**src/core/pmcs_pkg.sv**
```systemverilog
// Constants, register map and mode encoding for the power mode clock switch
package pmcs_pkg;

	// Clock and timing
	localparam int CLK_HZ        = 50_000_000;
	localparam int CLK_PERIOD_NS = 20;
	localparam int SUB_CLK_HZ    = 32_000;
	localparam int SUB_DIV       = CLK_HZ / SUB_CLK_HZ;
	localparam int HS_SETTLE_NS  = 1000;
	localparam int HS_SETTLE_CYC =
		(HS_SETTLE_NS + CLK_PERIOD_NS - 1) / CLK_PERIOD_NS;
	localparam int SETTLE_W      = 8;
	localparam int SUB_W         = 11;
	localparam logic [SETTLE_W-1:0] HS_SETTLE_LAST =
		SETTLE_W'(HS_SETTLE_CYC - 1);
	localparam logic [SUB_W-1:0]    SUB_DIV_LAST = SUB_W'(SUB_DIV - 1);

	// Register byte offsets
	localparam int ADDR_W = 12;
	localparam logic [ADDR_W-1:0] OFF_HS_OSC_CONTROL = 12'h000;
	localparam logic [ADDR_W-1:0] OFF_SYS_CLK_CONTROL = 12'h004;
	localparam logic [ADDR_W-1:0] OFF_HS_FREQ_SELECT = 12'h008;
	localparam logic [ADDR_W-1:0] OFF_POWER_STATUS = 12'h00c;
	localparam logic [ADDR_W-1:0] OFF_IRQ_STATUS = 12'h010;
	localparam logic [ADDR_W-1:0] OFF_IRQ_MASK = 12'h014;

	// Field positions
	localparam int HOC_ENABLE_BIT   = 0;
	localparam int HOC_STABLE_BIT   = 1;
	localparam int SYS_SLOW_KEEP_BIT = 0;
	localparam int SYS_FAST_KEEP_BIT = 1;
	localparam int SYS_SEL_LSB      = 5;
	localparam int PWR_PD_BIT       = 0;
	localparam int PWR_TMO_BIT      = 1;
	localparam int PWR_MODE_LSB     = 4;
	localparam int PWR_SRC_BIT      = 8;
	localparam int IRQ_SWITCH_BIT   = 0;
	localparam int IRQ_HS_READY_BIT = 1;
	localparam int IRQ_HALT_BIT     = 2;
	localparam int IRQ_W            = 3;

	// Reset values and codes
	localparam logic       HS_ENABLE_RESET = 1'b1;
	localparam logic [2:0] SEL_RESET       = 3'h0;
	localparam logic       KEEP_RESET      = 1'b0;
	localparam logic [2:0] SEL_SUB         = 3'h7;
	localparam logic [1:0] FREQ_SEL_RESET  = 2'h0;

	// Operating modes
	typedef enum logic [2:0] {
		mode_fast,
		mode_slow,
		mode_sleep,
		mode_idle_slow_only,
		mode_idle_both_clocks,
		mode_idle_fast_only
	} pmcs_mode_t;

endpackage

```
**src/core/pmcs_osc_settle.sv**
```systemverilog
// Start-up settle timer producing the fast oscillator stable flag
`timescale 1ns/1ps
module pmcs_osc_settle (
	// Clock and reset
	input  wire logic ref_clk,
	input  wire logic rst_n,
	// Oscillator control
	input  wire logic osc_on,
	input  wire logic restart,
	// Status
	output logic      stable
);
	import pmcs_pkg::*;

	typedef struct packed {
		logic                on_d;
		logic [SETTLE_W-1:0] cnt;
		logic                stable;
	} pmcs_settle_t;

	pmcs_settle_t r_reg;
	pmcs_settle_t r_next;

	////////////////////////////////////////////////////////////////////
	// Flag drops on enable or frequency change, rises after settle
	always_comb begin
		r_next      = r_reg;
		r_next.on_d = osc_on;
		if (!osc_on || restart || !r_reg.on_d) begin
			r_next.cnt    = '0;
			r_next.stable = 1'b0;
		end else if (r_reg.cnt == HS_SETTLE_LAST) begin
			r_next.stable = 1'b1;
		end else begin
			r_next.cnt = r_reg.cnt + 1'b1;
		end
	end

	// State register
	always_ff @(posedge ref_clk or negedge rst_n) begin
		if (!rst_n) begin
			r_reg <= '0;
		end else begin
			r_reg <= r_next;
		end
	end

	assign stable = r_reg.stable;

endmodule

```
**src/core/pmcs_top.sv**
```systemverilog
// Operating mode and oscillator control with APB register access
`timescale 1ns/1ps
module pmcs_top (
	// Clock and reset
	input  wire logic                  ref_clk,
	input  wire logic                  rst_n,
	// APB slave
	input  wire logic                  psel,
	input  wire logic                  penable,
	input  wire logic                  pwrite,
	input  wire logic [pmcs_pkg::ADDR_W-1:0] paddr,
	input  wire logic [31:0]           pwdata,
	output logic                       pready,
	output logic [31:0]                prdata,
	output logic                       pslverr,
	// CPU and watchdog side, same clock
	input  wire logic                  halt_req,
	input  wire logic                  wake_req,
	input  wire logic                  wdt_enable,
	input  wire logic                  wdt_timeout,
	// Slow oscillator ready, from a pin
	input  wire logic                  slow_osc_ready_pin,
	// Clock controls and status
	output logic                       cpu_run,
	output logic                       sysclk_tick,
	output logic                       sysclk_is_sub,
	output logic                       hs_osc_on,
	output logic                       slow_osc_on,
	output logic                       sub_clk_tick,
	output logic [2:0]                 mode_out,
	output logic                       power_down_flag,
	output logic                       watchdog_timeout_flag,
	output logic                       wdt_clear,
	output logic                       irq
);
	import pmcs_pkg::*;

	typedef struct packed {
		logic             hs_en;
		logic [2:0]       sel;
		logic             fast_keep;
		logic             slow_keep;
		logic [1:0]       freq_sel;
		logic             freq_chg;
		logic [IRQ_W-1:0] irq_st;
		logic [IRQ_W-1:0] irq_mask;
		logic             pd_flag;
		logic             tmo;
		pmcs_mode_t       mode;
		logic             src_sub;
		logic [1:0]       ls_sync;
		logic [5:0]       div_cnt;
		logic [SUB_W-1:0] sub_cnt;
		logic             hs_ready_d;
		logic             pready;
		logic             pslverr;
		logic [31:0]      prdata;
		logic             cpu_run;
		logic             cpu_tick;
		logic             sub_tick;
		logic             wdt_clear;
		logic             hs_on;
		logic             ls_on;
		logic             irq;
	} pmcs_top_state_t;

	pmcs_top_state_t r_reg;
	pmcs_top_state_t r_next;
	logic            hs_stable;

	////////////////////////////////////////////////////////////////////
	// Fast oscillator settle timer
	pmcs_osc_settle u_settle (
		.ref_clk (ref_clk),
		.rst_n   (rst_n),
		.osc_on  (r_reg.hs_on),
		.restart (r_reg.freq_chg),
		.stable  (hs_stable)
	);

	////////////////////////////////////////////////////////////////////
	// Next-state logic
	always_comb begin
		logic             ls_ok;
		logic             running;
		logic             wr;
		logic             hit;
		logic [31:0]      rd;
		logic [IRQ_W-1:0] ev;
		logic [5:0]       div_mask;
		logic             sub_wrap;
		ls_ok    = r_reg.ls_sync[1];
		running  = r_reg.cpu_run;
		ev       = '0;
		hit      = 1'b1;
		rd       = 32'h0000_0000;
		r_next   = r_reg;
		r_next.ls_sync   = {r_reg.ls_sync[0], slow_osc_ready_pin};
		r_next.pready    = 1'b0;
		r_next.pslverr   = 1'b0;
		r_next.wdt_clear = 1'b0;
		r_next.freq_chg  = 1'b0;

		// Read mux; unused bits stay zero
		case (paddr)
			OFF_HS_OSC_CONTROL: begin
				rd[HOC_ENABLE_BIT] = r_reg.hs_en;
				rd[HOC_STABLE_BIT] = hs_stable;
			end
			OFF_SYS_CLK_CONTROL: begin
				rd[SYS_SEL_LSB+:3]     = r_reg.sel;
				rd[SYS_FAST_KEEP_BIT]  = r_reg.fast_keep;
				rd[SYS_SLOW_KEEP_BIT]  = r_reg.slow_keep;
			end
			OFF_HS_FREQ_SELECT: rd[1:0] = r_reg.freq_sel;
			OFF_POWER_STATUS: begin
				rd[PWR_PD_BIT]        = r_reg.pd_flag;
				rd[PWR_TMO_BIT]       = r_reg.tmo;
				rd[PWR_MODE_LSB+:3]   = r_reg.mode;
				rd[PWR_SRC_BIT]       = r_reg.src_sub;
			end
			OFF_IRQ_STATUS: rd[IRQ_W-1:0] = r_reg.irq_st;
			OFF_IRQ_MASK:   rd[IRQ_W-1:0] = r_reg.irq_mask;
			default:        hit = 1'b0;
		endcase

		// Answer prepared in setup, shown during one access cycle
		if (psel && !penable) begin
			r_next.pready  = 1'b1;
			r_next.prdata  = pwrite ? 32'h0000_0000 : rd;
			r_next.pslverr = !hit;
		end
		wr = psel && penable && r_reg.pready && pwrite && hit;

		// Register writes; stable flag has no write path
		if (wr) begin
			case (paddr)
				OFF_HS_OSC_CONTROL:
					r_next.hs_en = pwdata[HOC_ENABLE_BIT];
				OFF_SYS_CLK_CONTROL: begin
					r_next.sel       = pwdata[SYS_SEL_LSB+:3];
					r_next.fast_keep = pwdata[SYS_FAST_KEEP_BIT];
					r_next.slow_keep = pwdata[SYS_SLOW_KEEP_BIT];
				end
				OFF_HS_FREQ_SELECT: begin
					r_next.freq_sel = pwdata[1:0];
					r_next.freq_chg = pwdata[1:0] != r_reg.freq_sel;
				end
				OFF_POWER_STATUS: begin
					r_next.pd_flag = r_reg.pd_flag & ~pwdata[PWR_PD_BIT];
					r_next.tmo = r_reg.tmo & ~pwdata[PWR_TMO_BIT];
				end
				OFF_IRQ_STATUS:
					r_next.irq_st = r_reg.irq_st & ~pwdata[IRQ_W-1:0];
				OFF_IRQ_MASK:
					r_next.irq_mask = pwdata[IRQ_W-1:0];
				default: ;
			endcase
		end

		// Source hand-over only to a settled oscillator
		// Mode follows the source so status shows slow or fast at once
		if (running && r_reg.sel == SEL_SUB && !r_reg.src_sub &&
			ls_ok) begin
			r_next.src_sub = 1'b1;
			r_next.mode    = mode_slow;
			ev[IRQ_SWITCH_BIT] = 1'b1;
		end else if (running && r_reg.sel != SEL_SUB && r_reg.src_sub &&
			hs_stable) begin
			r_next.src_sub = 1'b0;
			r_next.mode    = mode_fast;
			ev[IRQ_SWITCH_BIT] = 1'b1;
		end

		// Halt entry; other state is simply left alone
		if (halt_req && running) begin
			case ({r_reg.fast_keep, r_reg.slow_keep})
				2'b00:   r_next.mode = mode_sleep;
				2'b01:   r_next.mode = mode_idle_slow_only;
				2'b11:   r_next.mode = mode_idle_both_clocks;
				default: r_next.mode = mode_idle_fast_only;
			endcase
			r_next.pd_flag   = 1'b1;
			r_next.tmo       = 1'b0;
			r_next.wdt_clear = 1'b1;
			ev[IRQ_HALT_BIT] = 1'b1;
		end else if (wake_req && !running) begin
			r_next.mode = r_reg.src_sub ? mode_slow : mode_fast;
		end
		if (wdt_timeout) begin
			r_next.tmo = 1'b1;                               // Set wins
		end
		r_next.cpu_run = r_next.mode == mode_fast ||
			r_next.mode == mode_slow;

		// Oscillator gating per mode
		case (r_next.mode)
			mode_fast, mode_slow: begin
				r_next.hs_on = r_next.hs_en;
				r_next.ls_on = 1'b1;
			end
			mode_idle_slow_only: begin
				r_next.hs_on = 1'b0;
				r_next.ls_on = 1'b1;
			end
			mode_idle_both_clocks: begin
				r_next.hs_on = 1'b1;
				r_next.ls_on = 1'b1;
			end
			mode_idle_fast_only: begin
				r_next.hs_on = 1'b1;
				r_next.ls_on = wdt_enable;
			end
			default: begin
				r_next.hs_on = 1'b0;
				r_next.ls_on = wdt_enable;
			end
		endcase

		// Sub clock divider; stops when slow oscillator is off
		sub_wrap = r_reg.sub_cnt == SUB_DIV_LAST;
		if (!r_reg.ls_on || !ls_ok || sub_wrap) begin
			r_next.sub_cnt = '0;
		end else begin
			r_next.sub_cnt = r_reg.sub_cnt + 1'b1;
		end
		r_next.sub_tick = r_reg.ls_on && ls_ok && sub_wrap &&
			r_next.mode != mode_idle_fast_only &&
			r_next.mode != mode_sleep;

		// Fast clock divider; tick only from a settled source
		div_mask = 6'((7'h01 << r_reg.sel) - 7'h01);
		r_next.div_cnt = hs_stable ? r_reg.div_cnt + 1'b1 : 6'h00;
		if (!r_next.cpu_run) begin
			r_next.cpu_tick = 1'b0;
		end else if (r_next.src_sub) begin
			r_next.cpu_tick = r_next.sub_tick;
		end else begin
			r_next.cpu_tick = hs_stable &&
				(r_reg.div_cnt & div_mask) == div_mask;
		end

		// Sticky events; set beats a same-cycle clear
		ev[IRQ_HS_READY_BIT] = hs_stable && !r_reg.hs_ready_d;
		r_next.hs_ready_d    = hs_stable;
		r_next.irq_st        = r_next.irq_st | ev;
		r_next.irq           = |(r_next.irq_st & r_next.irq_mask);
	end

	////////////////////////////////////////////////////////////////////
	// State register with documented reset values
	always_ff @(posedge ref_clk or negedge rst_n) begin
		if (!rst_n) begin
			r_reg           <= '0;
			r_reg.hs_en     <= HS_ENABLE_RESET;
			r_reg.sel       <= SEL_RESET;
			r_reg.fast_keep <= KEEP_RESET;
			r_reg.slow_keep <= KEEP_RESET;
			r_reg.freq_sel  <= FREQ_SEL_RESET;
			r_reg.mode      <= mode_fast;
			r_reg.cpu_run   <= 1'b1;
		end else begin
			r_reg <= r_next;
		end
	end

	// Outputs straight from the state register
	assign pready                = r_reg.pready;
	assign prdata                = r_reg.prdata;
	assign pslverr               = r_reg.pslverr;
	assign cpu_run               = r_reg.cpu_run;
	assign sysclk_tick           = r_reg.cpu_tick;
	assign sysclk_is_sub         = r_reg.src_sub;
	assign hs_osc_on             = r_reg.hs_on;
	assign slow_osc_on           = r_reg.ls_on;
	assign sub_clk_tick          = r_reg.sub_tick;
	assign mode_out              = r_reg.mode;
	assign power_down_flag       = r_reg.pd_flag;
	assign watchdog_timeout_flag = r_reg.tmo;
	assign wdt_clear             = r_reg.wdt_clear;
	assign irq                   = r_reg.irq;
endmodule

```
**config.mk**
```make
export PLATFORM = sky130hd
export DESIGN_NAME = pmcs_top
export DESIGN_NICKNAME = d
export VERILOG_FILES = /design/src/core/pmcs_pkg.sv /design/src/core/pmcs_osc_settle.sv /design/src/core/pmcs_top.sv
export SDC_FILE = /design/constraint.sdc
export NUM_CORES = 1
export LEC_CHECK = 0
export ABC_AREA = 1
export BUFFER_PORTS_ARGS = -buffer_cell sky130_fd_sc_hd__buf_4
export CELL_PAD_IN_SITES_DETAIL_PLACEMENT = 1
export CELL_PAD_IN_SITES_GLOBAL_PLACEMENT = 2
export CORE_UTILIZATION = 30
export CTS_BUF_LIST = sky130_fd_sc_hd__clkbuf_16
export CTS_CLUSTER_SIZE = 8
export DETAILED_ROUTE_END_ITERATION = 8
export PLACE_DENSITY = 0.84
export SKIP_CTS_REPAIR_TIMING = 1
export SYNTH_ARGS = -nofsm -noshare
export SYNTH_HDL_FRONTEND = slang
export SYNTH_SLANG_ARGS = --single-unit
```
**constraint.sdc**
```tcl
create_clock -name ref_clk -period 2.16 [get_ports ref_clk]
set_clock_uncertainty 0.1 [all_clocks]
set_input_delay 0.324 -clock ref_clk [delete_from_list [all_inputs] [get_ports ref_clk]]
set_output_delay 0.324 -clock ref_clk [all_outputs]
set_load 0.01 [all_outputs]
```
==> out/qor.csv <==
stage,metric,value,unit
setup_path,critical path's slowest cell,dfrtp_1,
synthesis,most used flip-flop cell after synthesis,dfrtp_1,
floorplanning,Initial Utilization,31.36,%
setup_path,CP peak stage delay,0.46,ns
pwr,pwr dens,716.1,nW/um^2
setup_path,Worst path most repeated cell,nand2_1,
setup_path,worst r2r path cells,9,
pwr,Leak,2.174,nW
sta,hold_ws,0.06488,ns
run,Max-Cap Viols,0,
sta,setup violators final,0,
sta,Final WS setup,0.2372,ns
cells_and_area,fillers,1420,
sta,max frequency,520.1,MHz
clock_tree,TritonCTS clock tree,done,
sta,RSZ-0062 raised after global routing,false,
floorplanning,Die Ht,112.4,um
drt,max layer used,met4,
clock_tree,clock root buffer,clkbuf_16,
setup_path,CP max FO,6,
global_routing,GRT Total Usage,15.71,%
placement,DP HPWL,6955,um
placement,Port Buffer Count,50,
sta,setup_tns,0,ns
synthesis,cell count after synthesis,447,
synthesis,Post-Syn Area,3657,um^2
pwr,Max IR drop VDD,0.3286,mV
synthesis,ys async rst share,100.0,%
synthesis,top-count cell post-synth,nand2_1,
cells_and_area,share of cells above drive strength 1,18.36,%
clock_tree,clock transition at the registers of the reported paths,0.06,ns
synthesis,synth top area cells,"dfrtp_1, nand2_1, buf_4",
global_routing,first-pass GRT wire length,15680,um
drt,vias,3056,
sta,max-slew violation count,0,
synthesis,Post-synth EDFFs,0,
setup_path,crit-path cells,nor2_1 -> nand2_1 -> ha_1 -> o21ai_0 -> nor4_2 -> nand3_1 -> nand2_1 -> nand2_1 -> a21oi_1,
clock_tree,"Clk Latency, worst-skew pair",0.33,ns
floorplanning,FP Rows,39,
status,status,finished clean,
clock_tree,Num CTS Buffers,9,
drt,wire per inst,13.96,um
synthesis,syn avg cell area,8.182,um^2
sta,final worst path period need,1.923,ns
synthesis,Synth Warn #,0,
global_routing,initial antenna violation count,0,
setup_path,Setup crit end kind,register,
drt,routed vias/inst,4.666,
floorplanning,core box area,11660,um^2
clock_tree,Max H-tree Level,3,
drt,remaining antenna violation count,0,
cells_and_area,antenna diode instance count,0,
sta,Tcrit/Tclk final,89.02,%
drt,post-route met1 wirelength,4449,um
synthesis,share of Yosys cell area claimed by the top area cell type,45.16,%
drt,DRT Wirelength,9147,um
drt,DR pass1 iterations,4,
min_path,WHS Path Cells,2,
clock_tree,clock sink count,68,
setup_path,Worst Path Required,2.32,ns
setup_path,CP Depth,9,
placement,Placer Congestion,0.7822,
drt,wire length on met2,4254,um
drt,drt drc,0,
sta,Final Hold Fails,0,
cells_and_area,max reg flops,34,
synthesis,part of the Yosys area used for sequential elements,46.60,%
synthesis,Synth top cells by count,"nand2_1, dfrtp_1, inv_1",
min_path,Worst Hold Class,input port to register,
drt,drt initial violations,198,
setup_path,Critical Path Source Type,register,
setup_path,crit path buf inv count,0,
cells_and_area,Final #Nets,571,
clock_tree,Max clock buf depth,2,
pwr,Total Power,3.152,mW
floorplanning,die area,12640,um^2
cells_and_area,Layout area overhead,20.36,%
global_routing,largest net degree at the start of global routing,40,
synthesis,Unique masters post-synth,38,
global_routing,grt ovf,0,
setup_path,worst path arrival time,2.08,ns
drt,Routed met3 length,294,um
setup_path,CP top delay family,simple AND/OR/NAND/NOR gates,
placement,pre-CTS setup slack,0.2125,ns
global_routing,number of global-route vias before repair,3236,
synthesis,cell taking the most area after synthesis,dfrtp_1,
setup_path,Worst Setup Path Type,register to register,
floorplanning,die width,112.4,um
synthesis,synthesis-stage register bit count,68,
floorplanning,# IOs,101,
## report_power, final
| part | total (mW) | leakage, nW | internal, mW | switching, mW |
|---|---|---|---|---|
| sequential | 1.40 | 0.901 | 1.34 | 0.0571 |
| combinational | 0.448 | 1.14 | 0.180 | 0.268 |
| clock | 1.30 | 0.129 | 0.760 | 0.544 |
## cells in the final DEF (no fill, tap or decap), types with 4 or more instances in the layout
| master | n |
|---|---|
| buf_4 | 60 |
| conb_1 | 24 |
| nand3_1 | 38 |
| ha_1 | 10 |
| a21oi_1 | 18 |
| nand4_1 | 4 |
| nor3_1 | 9 |
| o21ai_0 | 17 |
| nor2_4 | 4 |
| dfrtp_1 | 66 |
| o21ai_1 | 9 |
| inv_1 | 50 |
| nand2_1 | 99 |
| nor3b_1 | 4 |
| nor2_1 | 43 |
| clkbuf_16 | 9 |
## final timing paths
check	from	to	slack, ns
setup / recovery	r_reg[78]	sysclk_tick	0.24
max in group asynchronous	rst_n	r_reg[81]	0.97
hold reg to reg	r_next[60]	r_reg[60]	0.25
hold / removal	wdt_enable	slow_osc_on	0.06
min in group asynchronous	rst_n	pready	0.37
setup reg to reg	r_reg[78]	sysclk_tick	0.24
## stage by stage
stage | instances | area [um^2] | utilization (%)
2_1_floorplan | 470 | 3744 | -
3_3_place_gp | 637 | 4114 | 35.28
6_report | 655 | 4402 | 37.74
4_1_cts | 653 | 4375 | 37.52
5_1_grt | 655 | 4402 | 37.74
3_5_place_dp | 637 | 4114 | 35.28
## cells by family after synthesis
logic type	count (synthesis)	share of synthesized area, %
and+or+nand+nor	217	27.13
buffers and inverters	89	12.97
DFF	68	46.60
AOI/OAI and AO/OA	61	9.545
adders and majority gates	10	3.421
xor gates and xnor gates	1	0.2395
other	1	0.1025
## cell type report
cell class | count | area [um^2] | share of cell area, %
sequential | 68 | 1704 | 38.72
multi-input combinational | 313 | 1572 | 35.70
clock buffer | 9 | 225.2 | 5.117
tap | 143 | 178.9 | 4.065
inverter | 52 | 195.2 | 4.434
clock inverter | 7 | 36.28 | 0.8243
timing repair buffer | 63 | 490.5 | 11.14
## routing by layer
metal	global-route usage, %	vias up
li1	-	1510
met1	20.82	1469
met2	25.76	65
met3	2.808	12
met4	5.689	0
met5	0	-
No activity file was read; power rests on OpenSTA's default activity.
